===== config.mk =====
export PLATFORM = sky130hd
export DESIGN_NAME = irv_vectoring
export DESIGN_NICKNAME = d
export VERILOG_FILES = /design/src/irv_pkg.sv /design/src/irv_ext_edge.sv /design/src/irv_pend_latch.sv /design/src/irv_vectoring.sv
export SDC_FILE = /design/constraint.sdc
export NUM_CORES = 1
export LEC_CHECK = 0
export ABC_AREA = 1
export BUFFER_PORTS_ARGS = -buffer_cell sky130_fd_sc_hd__buf_2
export CAP_MARGIN = 25
export CORE_AREA = 8 8 107 109
export DETAILED_ROUTE_END_ITERATION = 12
export DIE_AREA = 0 0 115 117
export SLEW_MARGIN = 25
export SYNTH_ARGS = -nofsm -noshare
export SYNTH_HDL_FRONTEND = slang
export SYNTH_HIERARCHICAL = 1
export SYNTH_SLANG_ARGS = --single-unit

===== constraint.sdc =====
create_clock -name clk -period 1.97 [get_ports clk]
set_input_delay 0.0985 -clock clk [delete_from_list [all_inputs] [get_ports clk]]
set_output_delay 0.0985 -clock clk [all_outputs]
set_load 0.02 [all_outputs]

===== src/irv_pkg.sv =====
// irv_pkg: constants, vectors and types of the interrupt and reset vectoring block
// assumes one cpu clock domain; shared by the vectoring top and its helpers
package irv_pkg;

    // ------------------------------------------------------------
    // vector addresses, low byte of each two-byte vector
    // ------------------------------------------------------------
    localparam logic [15:0] VEC_RESET = 16'hFFFE;
    localparam logic [15:0] VEC_TRAP = 16'hFFFC;
    localparam logic [15:0] VEC_USB_ESUSP = 16'hFFFA;
    localparam logic [15:0] VEC_EXT = 16'hFFF8;
    localparam logic [15:0] VEC_TIMER = 16'hFFF6;
    localparam logic [15:0] VEC_I2C = 16'hFFF4;
    localparam logic [15:0] VEC_SCI = 16'hFFF2;
    localparam logic [15:0] VEC_USB_PERI = 16'hFFF0;

    // ------------------------------------------------------------
    // external lines and reset values
    // ------------------------------------------------------------
    localparam int EXT_LINES = 8;
    // bit i set: line i+1 is rising edge; lines 1,2,5,6 rising, 3,4,7,8 falling
    localparam logic [7:0] EXT_RISING_MASK = 8'h33;
    localparam logic [7:0] EXT_ENABLE_RST = 8'h00;
    localparam logic [15:0] EXT_ENABLE_ADDR = 16'h0008;
    localparam logic MASK_RST = 1'b1;

    // peripheral source index within the peripheral pending vector
    localparam int PERI_TIMER = 0;
    localparam int PERI_I2C = 1;
    localparam int PERI_SCI = 2;
    localparam int PERI_USB = 3;
    localparam int PERI_NUM = 4;

    // ------------------------------------------------------------
    // timing
    // ------------------------------------------------------------
    localparam int CLK_MHZ = 25;
    localparam int STARTUP_CYCLES = 4096;
    localparam int STARTUP_W = 13;

    // ------------------------------------------------------------
    // sequencer states, gray along the entry path
    // ------------------------------------------------------------
    typedef enum logic [2:0] {
        IRV_STARTUP = 3'b000,
        IRV_RUN = 3'b001,
        IRV_SAVE = 3'b011,
        IRV_FETCH = 3'b010,
        IRV_SLEEP = 3'b110
    } irv_state_e;

    // selected source code
    typedef enum logic [2:0] {
        SRC_RESET = 3'h0,
        SRC_TRAP = 3'h1,
        SRC_ESUSP = 3'h2,
        SRC_EXT = 3'h3,
        SRC_TIMER = 3'h4,
        SRC_I2C = 3'h5,
        SRC_SCI = 3'h6,
        SRC_USBP = 3'h7
    } irv_src_e;

endpackage : irv_pkg


===== src/irv_ext_edge.sv =====
// irv_ext_edge: synchronises one external pin and flags the chosen edge
// assumes the pin is asynchronous to clk
`timescale 1ns/1ps
module irv_ext_edge #(
    parameter bit RISING = 1'b1
) (
    // clock and reset
    input wire logic clk,
    input wire logic srst,
    // pin
    input wire logic pin,
    // one-cycle edge pulse
    output logic edge_evt
);
    typedef struct packed {
        logic s1;
        logic s2;
        logic s3;
    } irv_ee_s;

    irv_ee_s st_reg;
    irv_ee_s st_next;

    // two-stage sync, third stage only for the edge compare
    always_comb begin
        st_next.s1 = pin;
        st_next.s2 = st_reg.s1;
        st_next.s3 = st_reg.s2;
    end

    always_ff @(posedge clk) begin
        if (srst) begin
            st_reg <= '0;
        end else begin
            st_reg <= st_next;
        end
    end

    // a pin held high through reset gives no false rising edge only after s3 settles
    assign edge_evt = RISING ? (st_reg.s2 & ~st_reg.s3) : (~st_reg.s2 & st_reg.s3);
endmodule : irv_ext_edge


===== src/irv_pend_latch.sv =====
// irv_pend_latch: one sticky pending flag with set priority over clear
// assumes set and clear come from logic on the same clock
`timescale 1ns/1ps
module irv_pend_latch (
    // clock and reset
    input wire logic clk,
    input wire logic srst,
    // event and clear
    input wire logic set_evt,
    input wire logic clr,
    // state
    output logic pend
);
    typedef struct packed {
        logic pend;
    } irv_pl_s;

    irv_pl_s st_reg;
    irv_pl_s st_next;

    // set wins so an event in the clearing cycle is kept
    always_comb begin
        st_next = st_reg;
        if (clr) begin
            st_next.pend = 1'b0;
        end
        if (set_evt) begin
            st_next.pend = 1'b1;
        end
    end

    always_ff @(posedge clk) begin
        if (srst) begin
            st_reg <= '0;
        end else begin
            st_reg <= st_next;
        end
    end

    assign pend = st_reg.pend;
endmodule : irv_pend_latch


===== src/irv_vectoring.sv =====
// irv_vectoring: interrupt and reset vectoring for an 8-bit cpu core
// assumes the core signals instruction boundaries, trap, return, wait, halt
// and performs the context save and vector fetch when told to
`timescale 1ns/1ps

// Operation
// - maskable requests serviced only while mask clear; otherwise kept pending
// - entry waits for the current instruction to finish
// - entry pushes program counter, x, accumulator and condition code
// - entry sets the interrupt mask bit
// - after save, program counter loads from selected vector and fetches
// - return from interrupt restores registers, mask ends cleared
// - fixed priority: reset, trap, end-suspend, pins, timer, i2c, sci, usb
// - two-byte vectors FFFC down to FFF0 per source
// - any reset fetches the vector at FFFE and FFFF
// - 4096 cycle start delay after oscillator restarts
// - trap enters regardless of the mask bit
// - every interrupt source wakes the cpu from wait
// - only pins, end-suspend or reset wake from halt
// - lines 1,2,5,6 rising edge; lines 3,4,7,8 falling edge
// - pin edge interrupts need line enable set and mask clear
// - peripheral flag interrupts need enable and mask clear, else pending
// - peripheral request cleared by zero write or access-then-register sequence
// - clearing sequence discards a disabled pending request
// - reset sets mask; entering wait or halt clears it
// - external enable register at 0008, resets to 00, one bit per line
// - enabled pins sharing a vector are ORed
module irv_vectoring #(
    parameter int STARTUP_DELAY = irv_pkg::STARTUP_CYCLES
) (
    // clock and reset
    input wire logic clk,
    input wire logic srst,
    // external pins
    input wire logic [irv_pkg::EXT_LINES-1:0] ext_irq_pin,
    // external enable register write port
    input wire logic ext_irq_enable_we,
    input wire logic [7:0] ext_irq_enable_wdata,
    // usb end-suspend event
    input wire logic usb_esusp_evt,
    // peripheral flags, enables and clears
    input wire logic [irv_pkg::PERI_NUM-1:0] peri_flag_evt,
    input wire logic [irv_pkg::PERI_NUM-1:0] peri_enable,
    input wire logic [irv_pkg::PERI_NUM-1:0] peri_clear,
    // core status and requests
    input wire logic insn_boundary,
    input wire logic trap_exec,
    input wire logic return_from_interrupt,
    input wire logic mask_set_sw,
    input wire logic mask_clr_sw,
    input wire logic wait_exec,
    input wire logic halt_exec,
    input wire logic osc_active,
    input wire logic entry_done,
    // to the core
    output logic cpu_hold,
    output logic ctx_save_req,
    output logic vec_fetch_req,
    output logic [15:0] vec_addr,
    output logic [2:0] vec_src,
    output logic irq_mask,
    output logic in_wait,
    output logic in_halt,
    output logic osc_enable,
    output logic [7:0] ext_irq_enable_reg
);
    import irv_pkg::*;

    // ------------------------------------------------------------
    // state
    // ------------------------------------------------------------
    typedef struct packed {
        irv_state_e state;
        logic [STARTUP_W-1:0] cnt;
        logic mask;
        logic waiting;
        logic halted;
        logic trap_pend;
        logic rst_pend;
        logic esusp_pend;
        logic osc_en;
        logic save;
        logic fetch;
        logic [15:0] vaddr;
        irv_src_e src;
        logic [7:0] ext_en;
        logic hold;
    } irv_st_s;

    irv_st_s st_reg;
    irv_st_s st_next;

    localparam logic [STARTUP_W-1:0] DELAY_LAST = STARTUP_W'(STARTUP_DELAY - 1);

    logic [EXT_LINES-1:0] ext_edge;
    logic [EXT_LINES-1:0] ext_pend;
    logic [PERI_NUM-1:0] peri_pend;
    logic ext_req;
    logic [PERI_NUM-1:0] peri_req;
    logic esusp_req;
    logic any_maskable;
    logic halt_wake;
    logic [EXT_LINES-1:0] ext_clr;

    // ------------------------------------------------------------
    // pin edges and pending latches
    // ------------------------------------------------------------
    genvar gi;
    generate
        for (gi = 0; gi < EXT_LINES; gi++) begin : g_ext
            irv_ext_edge #(
                .RISING(EXT_RISING_MASK[gi])
            ) u_edge (
                .clk(clk),
                .srst(srst),
                .pin(ext_irq_pin[gi]),
                .edge_evt(ext_edge[gi])
            );
            irv_pend_latch u_pend (
                .clk(clk),
                .srst(srst),
                .set_evt(ext_edge[gi]),
                .clr(ext_clr[gi]),
                .pend(ext_pend[gi])
            );
        end
        for (gi = 0; gi < PERI_NUM; gi++) begin : g_peri
            irv_pend_latch u_pend (
                .clk(clk),
                .srst(srst),
                .set_evt(peri_flag_evt[gi]),
                .clr(peri_clear[gi]),
                .pend(peri_pend[gi])
            );
        end
    endgenerate

    // ------------------------------------------------------------
    // request qualification
    // ------------------------------------------------------------
    // pending pin edges are dropped when their vector is taken
    always_comb begin
        ext_clr = '0;
        if (st_reg.save && st_reg.src == SRC_EXT) begin
            ext_clr = '1;
        end
    end

    // enabled lines ORed onto the shared vector
    assign ext_req = |(ext_pend & st_reg.ext_en);
    assign peri_req = peri_pend & peri_enable;
    assign esusp_req = st_reg.esusp_pend;
    assign any_maskable = ext_req | esusp_req | (|peri_req);
    // halt: only pins and end-suspend, peripherals stop anyway
    assign halt_wake = ext_req | esusp_req;

    // ------------------------------------------------------------
    // sequencer
    // ------------------------------------------------------------
    always_comb begin
        st_next = st_reg;
        st_next.save = 1'b0;
        st_next.fetch = 1'b0;
        // sticky software traps and end-suspend; end-suspend set wins over its entry clear, the trap entry clear wins over trap_exec
        if (usb_esusp_evt) begin
            st_next.esusp_pend = 1'b1;
        end
        if (trap_exec) begin
            st_next.trap_pend = 1'b1;
        end
        if (ext_irq_enable_we) begin
            st_next.ext_en = ext_irq_enable_wdata;
        end
        // software mask control
        if (mask_set_sw) begin
            st_next.mask = 1'b1;
        end
        if (mask_clr_sw || return_from_interrupt) begin
            st_next.mask = 1'b0;
        end
        unique case (st_reg.state)
            IRV_STARTUP: begin
                // oscillator restart wait, then vector fetch
                st_next.osc_en = 1'b1;
                if (!osc_active) begin
                    // count restarts if the oscillator drops
                    st_next.cnt = '0;
                end else if (st_reg.cnt == DELAY_LAST) begin
                    st_next.cnt = '0;
                    st_next.state = IRV_SAVE;
                end else begin
                    st_next.cnt = st_reg.cnt + 1'b1;
                end
            end
            IRV_RUN: begin
                if (insn_boundary) begin
                    if (st_reg.trap_pend || trap_exec) begin
                        st_next.src = SRC_TRAP;
                        st_next.vaddr = VEC_TRAP;
                        st_next.trap_pend = 1'b0;
                        st_next.state = IRV_SAVE;
                    end else if (!st_reg.mask && any_maskable) begin
                        st_next.state = IRV_SAVE;
                        if (esusp_req) begin
                            st_next.src = SRC_ESUSP;
                            st_next.vaddr = VEC_USB_ESUSP;
                        end else if (ext_req) begin
                            st_next.src = SRC_EXT;
                            st_next.vaddr = VEC_EXT;
                        end else if (peri_req[PERI_TIMER]) begin
                            st_next.src = SRC_TIMER;
                            st_next.vaddr = VEC_TIMER;
                        end else if (peri_req[PERI_I2C]) begin
                            st_next.src = SRC_I2C;
                            st_next.vaddr = VEC_I2C;
                        end else if (peri_req[PERI_SCI]) begin
                            st_next.src = SRC_SCI;
                            st_next.vaddr = VEC_SCI;
                        end else begin
                            st_next.src = SRC_USBP;
                            st_next.vaddr = VEC_USB_PERI;
                        end
                    end else if (wait_exec || halt_exec) begin
                        // sleep only with nothing to take
                        st_next.mask = 1'b0;
                        st_next.waiting = wait_exec;
                        st_next.halted = halt_exec && !wait_exec;
                        st_next.osc_en = !(halt_exec && !wait_exec);
                        st_next.state = IRV_SLEEP;
                    end
                end
            end
            IRV_SAVE: begin
                // reset source skips the push
                st_next.save = (st_reg.src != SRC_RESET);
                st_next.mask = 1'b1;
                if (st_reg.src == SRC_ESUSP) begin
                    st_next.esusp_pend = usb_esusp_evt;
                end
                st_next.state = IRV_FETCH;
            end
            IRV_FETCH: begin
                // request stands until the core acknowledges
                st_next.fetch = 1'b1;
                if (entry_done && st_reg.fetch) begin
                    st_next.fetch = 1'b0;
                    st_next.state = IRV_RUN;
                end
            end
            IRV_SLEEP: begin
                // wait wakes to run; halt restarts the oscillator first
                if (st_reg.waiting && any_maskable) begin
                    st_next.waiting = 1'b0;
                    st_next.state = IRV_RUN;
                end else if (st_reg.halted && halt_wake) begin
                    st_next.halted = 1'b0;
                    st_next.src = esusp_req ? SRC_ESUSP : SRC_EXT;
                    st_next.vaddr = esusp_req ? VEC_USB_ESUSP : VEC_EXT;
                    st_next.osc_en = 1'b1;
                    st_next.state = IRV_STARTUP;
                end
            end
            default: begin
                st_next.state = IRV_STARTUP;
            end
        endcase
        // hold is registered, so it follows the next state
        st_next.hold = (st_next.state != IRV_RUN);
    end

    // any reset loads the reset vector after the start delay
    always_ff @(posedge clk) begin
        if (srst) begin
            st_reg <= '0;
            st_reg.state <= IRV_STARTUP;
            st_reg.hold <= 1'b1;
            st_reg.mask <= MASK_RST;
            st_reg.src <= SRC_RESET;
            st_reg.vaddr <= VEC_RESET;
            st_reg.ext_en <= EXT_ENABLE_RST;
        end else begin
            st_reg <= st_next;
        end
    end

    // ------------------------------------------------------------
    // outputs, all from flip-flops
    // ------------------------------------------------------------
    assign cpu_hold = st_reg.hold;
    assign ctx_save_req = st_reg.save;
    assign vec_fetch_req = st_reg.fetch;
    assign vec_addr = st_reg.vaddr;
    assign vec_src = st_reg.src;
    assign irq_mask = st_reg.mask;
    assign in_wait = st_reg.waiting;
    assign in_halt = st_reg.halted;
    assign osc_enable = st_reg.osc_en;
    assign ext_irq_enable_reg = st_reg.ext_en;
endmodule : irv_vectoring


# --- Word-level counts from Yosys, hierarchy flattened ---
# Cells that the tools add are included.
word_totals:
  ff_bits: 88
  romBits: 0
  latchBits: 0
  memories: 0
  mem_bits_rw: 0
  output_inout_bits: 34
  input_bits: 41
  wordCells: 200
classes:
  addsub: 1
  mul: 0
  muxes: 75
  reduce_logical: 36
  shifts: 0
  div_mod_pow: 0
  n_lt_le_gt_ge: 0
  n_eq_ne: 16
  n_bitwise: 22
ops:
  columns: ["cell", "n"]
  rows:
  - ["2-to-1 mux 19 bit", 5]
  - ["2-to-1 mux 1 bit", 43]
  - ["case mux 19 bit (2 select lines)", 1]
  - ["2-to-1 mux 3 bit", 12]
  - ["2-to-1 mux 13 bit", 2]
  - ["nonzero test 2 bit", 13]
  - ["case mux 3 bit (5 select lines)", 1]
  - ["2-to-1 mux 7 bit", 2]
  - ["!= test 2 bit, second input constant", 7]
  - ["AND reduction 7 bit", 2]
  - ["adder 13 x 1 -> 13 bit, second input constant", 1]
  - ["equality test 13 x 12 -> 1 bit, second input constant", 1]
  - ["equality test 3 x 2 -> 1 bit, second input constant", 4]
  - ["2-to-1 mux 6 bit", 2]
  - ["inverter 1 bit", 10]
  - ["bitwise AND 1 bit", 8]
  - ["bitwise AND 8 bit", 1]
  - ["2-to-1 mux 8 bit", 1]
  - ["OR reduction 8 bit", 1]
  - ["logical AND 1 bit", 6]
  - ["AND reduction 6 bit", 1]
  - ["nonzero test 3 bit", 2]
  - ["2-to-1 mux 5 bit", 1]
  - ["AND reduction 5 bit", 1]
  - ["16 further kinds", 22]

# --- Depth between registers and ports, before layout ---
depth:
  word_depth: 10
  ltp_mapped: 12
  mapped_depth_nobuf: 12

# --- Modules after synthesis ---
# The synthesis kept the hierarchy.
by_module_without_submodules:
  columns: ["mod", "n_inst", "area_each_um2", "cells_each"]
  rows:
  - ["irv_vectoring", 1, 2154.6, 304]
  - ["irv_pend_latch", 12, 40.0, 5]
  - ["irv_ext_edge (g_ext[2].u_edge ...)", 4, 92.6, 11]
  - ["irv_ext_edge (g_ext[0].u_edge ...)", 4, 86.3, 10]

# --- Least setup slack after synthesis ---
# No wires, ideal clock.
synth_path:
  path_type: "register -> register"
  startpoint: "register st_reg[38] in the netlist's numbering"
  endpoint: "register st_reg[40] in the netlist's numbering"
  setup_slack_ns: 0.500
  path_stages_with_launch: 9
  t_required_ns: 1.845
  arrival_ns: 1.345
  period_less_slack_ns: 1.470
  path_cell_list: "dfxtp_1 ha_1 nand2_1 nor2_1 nand3_1 nor2_2 a31oi_1 o21ai_4 nor3_1"
synth_via:
  elab_chain_len: 3
  word_cells_on_any_way: 4
  cone_classes: "add/sub (1); eq/ne (1); mux (2)"
synth_rtl:
  columns: ["item", "line_no", "rtl"]
  rows:
  - ["from (decl)", "irv_vectoring.sv:90", "irv_st_s st_reg;"]
  - ["from (signal assigned)", "irv_vectoring.sv:282", "st_reg <= st_next;"]
  - ["adder 13 x 1 -> 13 bit or equality test 13 x 12 -> 1 bit (tied branches)", "irv_vectoring.sv:192, irv_vectoring.sv:188", null]
  - ["2-to-1 mux 13 bit (*)", "irv_vectoring.sv:188", "end else if (st_reg.cnt == DELAY_LAST) begin"]
  - ["2-to-1 mux 13 bit (*)", "irv_vectoring.sv:185", "if (!osc_active) begin"]
# Mark *: on every way between the ends. The rest lies on a longest branch, timed or not.
# A chain may end at the register's enable or synchronous reset.

# --- Final worst setup path ---
layout_path:
  startpoint: "register st_reg, in the netlist ext_irq_enable_reg[3]"
  endpoint: "register st_reg, in the netlist vec_addr[2]"
layout_via:
  elab_chain_len: 8
  word_cells_on_any_way: 17
  cone_classes: "eq/ne (3); mux (6); bitwise (3); reduce/logical (5)"
layout_rtl:
  columns: ["item", "line_no", "rtl"]
  rows:
  - ["bitwise AND 8 bit (*)", "irv_vectoring.sv:150", "assign ext_req = |(ext_pend & st_reg.ext_en);"]
  - ["OR reduction 8 bit (*)", "irv_vectoring.sv:150", null]
  - ["2-to-1 mux 7 bit", "irv_vectoring.sv:207", "end else if (ext_req) begin"]
  - ["2-to-1 mux 7 bit", "irv_vectoring.sv:204", "if (esusp_req) begin"]
  - ["2-to-1 mux 19 bit", "irv_vectoring.sv:202", "end else if (!st_reg.mask && any_maskable) begin"]
  - ["2-to-1 mux 19 bit", "irv_vectoring.sv:197", "if (st_reg.trap_pend || trap_exec) begin"]
  - ["2-to-1 mux 19 bit", "irv_vectoring.sv:196", "if (insn_boundary) begin"]
  - ["case mux 19 bit (2 select lines)", "irv_vectoring.sv:181", "unique case (st_reg.state)"]
# Mark *: on every way between the ends. The rest lies on a longest branch, timed or not. The select of a mux whose other input is x is not followed.

==> qor.txt <==
status - completed
number of vias per cell - 4.25
Worst-Skew Late Latency - 0.35 ns
worst slew pin tran - 0.749 ns
most crowded layer after global routing - met2
Area Overhead vs Synth - 22.9%
worst path required time - 2.17 ns
hold wc startpoint - peri_flag_evt[2]
setup_tns - 0 ns
Chip Height - 117 µm
dominant synthesized flop cell - dfxtp_1
met2 Use GR - 20.4%
Synth Area per Inst - 7.48 µm²
Worst setup EP type - register
GR Layer Usage met3 - 4.41%
FF+latch area - 1500 µm²
Ant. Diodes - 0
Synth Cell Area - 3350 µm²
Reg clk slew, reported paths - 0.08 ns
clock skew - 0.00669 ns
count leader, synth - inv_1
cts bufs inserted - 9
Post-Place Cells - 628
final setup fails - 0
post_cts resized - 0
CP top delay family - simple AND/OR/NAND/NOR gates
post-route ant nets - 0
Synth top area share - 44.8%
reg-to-reg slack, setup - 0.23 ns
via count - 2843
Mapped Cells - 448
Fmax - 574 MHz
Reg2Reg Capture Point - vec_addr[2]
Slew headroom - 50.0%
Post-synth ARST share - 0%
sequential area share after synthesis - 44.8%
Synth area leader - dfxtp_1
crit path cell chain - nand2_1 -> nand2_1 -> nor2_2 -> nand4_2 -> nand2_2 -> nand2_2 -> nand2_2 -> nand2_4 -> nand2_4 -> inv_1 -> nand2_1 -> nand3_1
critical path arrival - 1.94 ns
Post-synth EDFFs - 0
layout cells sized above 1 - 23.1%
routing usage on met1 - 13.4%
clock sink count - 75
initial antenna violation count - 0
Pleak - 1.88 nW
CTS tree - done
crit-path max FO - 6
DR WL/cell - 11.1 µm
multi-input logic area - 1370 µm²
first-pass GRT wire length - 12600 µm
max reg flops - 17
Final Util - 41.6%
CTS HTree Levels - 3
Port Buffers - 61
number of global-route vias before repair - 2859
R2R Path Start - ext_irq_enable_reg[3]
GR Util All Layers - 11.8%
distinct cell type count after synthesis - 36
Routed WL - 7400 µm
Cell Pwr Density - 746 nW/µm²
Period minus WS final - 1.74 ns
CP Class - register to register
GP Congestion - 0.854
Overflow after GRT - 0
Pwr Total - 3.07 mW
Die Wd - 115 µm
Pins Over Slew Limit - 0
Layout Nets - 570
Yosys warning total - 6
drt first pass iters - 4
worst min-delay path class - input pin to register
Max Cap Viol - 0
Final Non-Filler Cells - 669
Clock Tree Buf Depth - 2
Final period util - 88.4%
Peak VDD IR - 0.483 mV
Max stage delay on crit path - 0.35 ns
Placement Rows - 37
RSZ-0062 raised after global routing - no
FILL cells - 1046
pre-CTS setup slack - 0.245 ns
hold endpoint - g_peri[2].u_pend/pend
critical path's slowest cell - dfxtp_1
Hold Path Cell Cnt - 3
top post-synthesis cells by count - inv_1, dfxtp_1, nor2_1
core box area - 9910 µm²
final hold vios - 0
main area contributors after synthesis - dfxtp_1, inv_1, nor2_1
Startpoint Class - register
die footprint - 13500 µm²
worst path bufs/invs - 1
DP HPWL - 5330 µm
largest net degree at the start of global routing - 47
Yosys reg bits - 75
root buf cell - clkbuf_8
R2R depth - 12
initial drt markers - 66
Initial Util - 33.8%
final worst slack - 0.228 ns
Post-route DRC - 0
IO Pins - 75
==> cell type report <==
type / count / share of cell area (%)
Timing Repair Buffer: 88 / 13.9
Multi-Input combinational cell: 272 / 33.2
Tap cell: 136 / 4.13
Clock inverter: 7 / 1.85
Sequential cell: 75 / 36.5
Inverter: 82 / 7.47
Clock buffer: 9 / 3.01
==> placed cells by master (no fill, tap or decap), drive strengths merged <==
cell type	n
conb	13
a31oi	4
nor3	11
o211ai	1
dfxtp	75
ha	1
nand3	24
nor3b	1
xnor2	1
buf	63
inv	84
a211oi	2
o31ai	1
dlygate4sd3	25
or2	2
and3	1
nand4	6
nor2	84
xor2	3
o21ai	12
clkinv	2
clkbuf	9
a21oi	27
nand2	78
bufinv	1
clkinvlp	2
==> worst min-delay path: stages <==
cell and delay, ns:
buf_2 0.09, inv_1 0.07, a21oi_2 0.05
==> metrics by stage <==
step | hold WS (ns) | cell area [µm²]
after floorplan | 0.161 | 3390
after global placement | 0.298 | 3670
after detailed placement | 0.303 | 3670
after CTS | 0.0111 | 4120
after global routing | 0.00102 | 4120
final | 0.0244 | 4120
==> worst max path at each step <==
stage	start	end	slack [ns]	cells after the start
finish	ext_irq_enable_reg[3]	vec_addr[2]	0.23	12
global route	st_reg[38]	st_reg[42]	0.07	8
CTS	ext_irq_enable_reg[3]	vec_addr[2]	0.21	12
detailed placement	ext_irq_enable_reg[3]	vec_addr[2]	0.25	12
global placement	ext_irq_enable_reg[3]	vec_addr[2]	0.29	12
floorplan	st_reg[38]	st_reg[40]	0.50	8
==> timing repair <==
action                                  CTS  global route
endpoints found under the hold margin    22             0
endpoints found under the setup margin    0             0
buffers inserted                          0             0
hold buffers                             25             0
==> power breakdown <==
| part | internal [mW] | leakage, nW | switching, mW |
|---|---|---|---|
| clock | 0.593 | 0.0962 | 0.582 |
| sequential | 1.57 | 0.614 | 0.0272 |
| combinational | 0.124 | 1.17 | 0.178 |
| total | 2.28 | 1.88 | 0.787 |
==> cells by family (layout without fill, tap and decap cells) <==
family,count (synthesis),in the layout,share of synthesized area (%)
buffers and inverters,112,186,15.6
DFF,75,75,44.8
other,2,13,0.224
adders and majority gates,1,1,0.373
AOI/OAI and AO/OA,47,47,9.60
xor gates and xnor gates,4,4,1.05
and+or+nand+nor,207,207,28.4
==> metal layers <==
metal	vias up	part of all wire (%)	wire, µm
met5	-	0	0
met4	0	0.77	57
met3	8	5.9	435
met2	68	48	3550
met1	1271	45	3360
li1	1496	-	-
(Power assumes the default switching activity.)
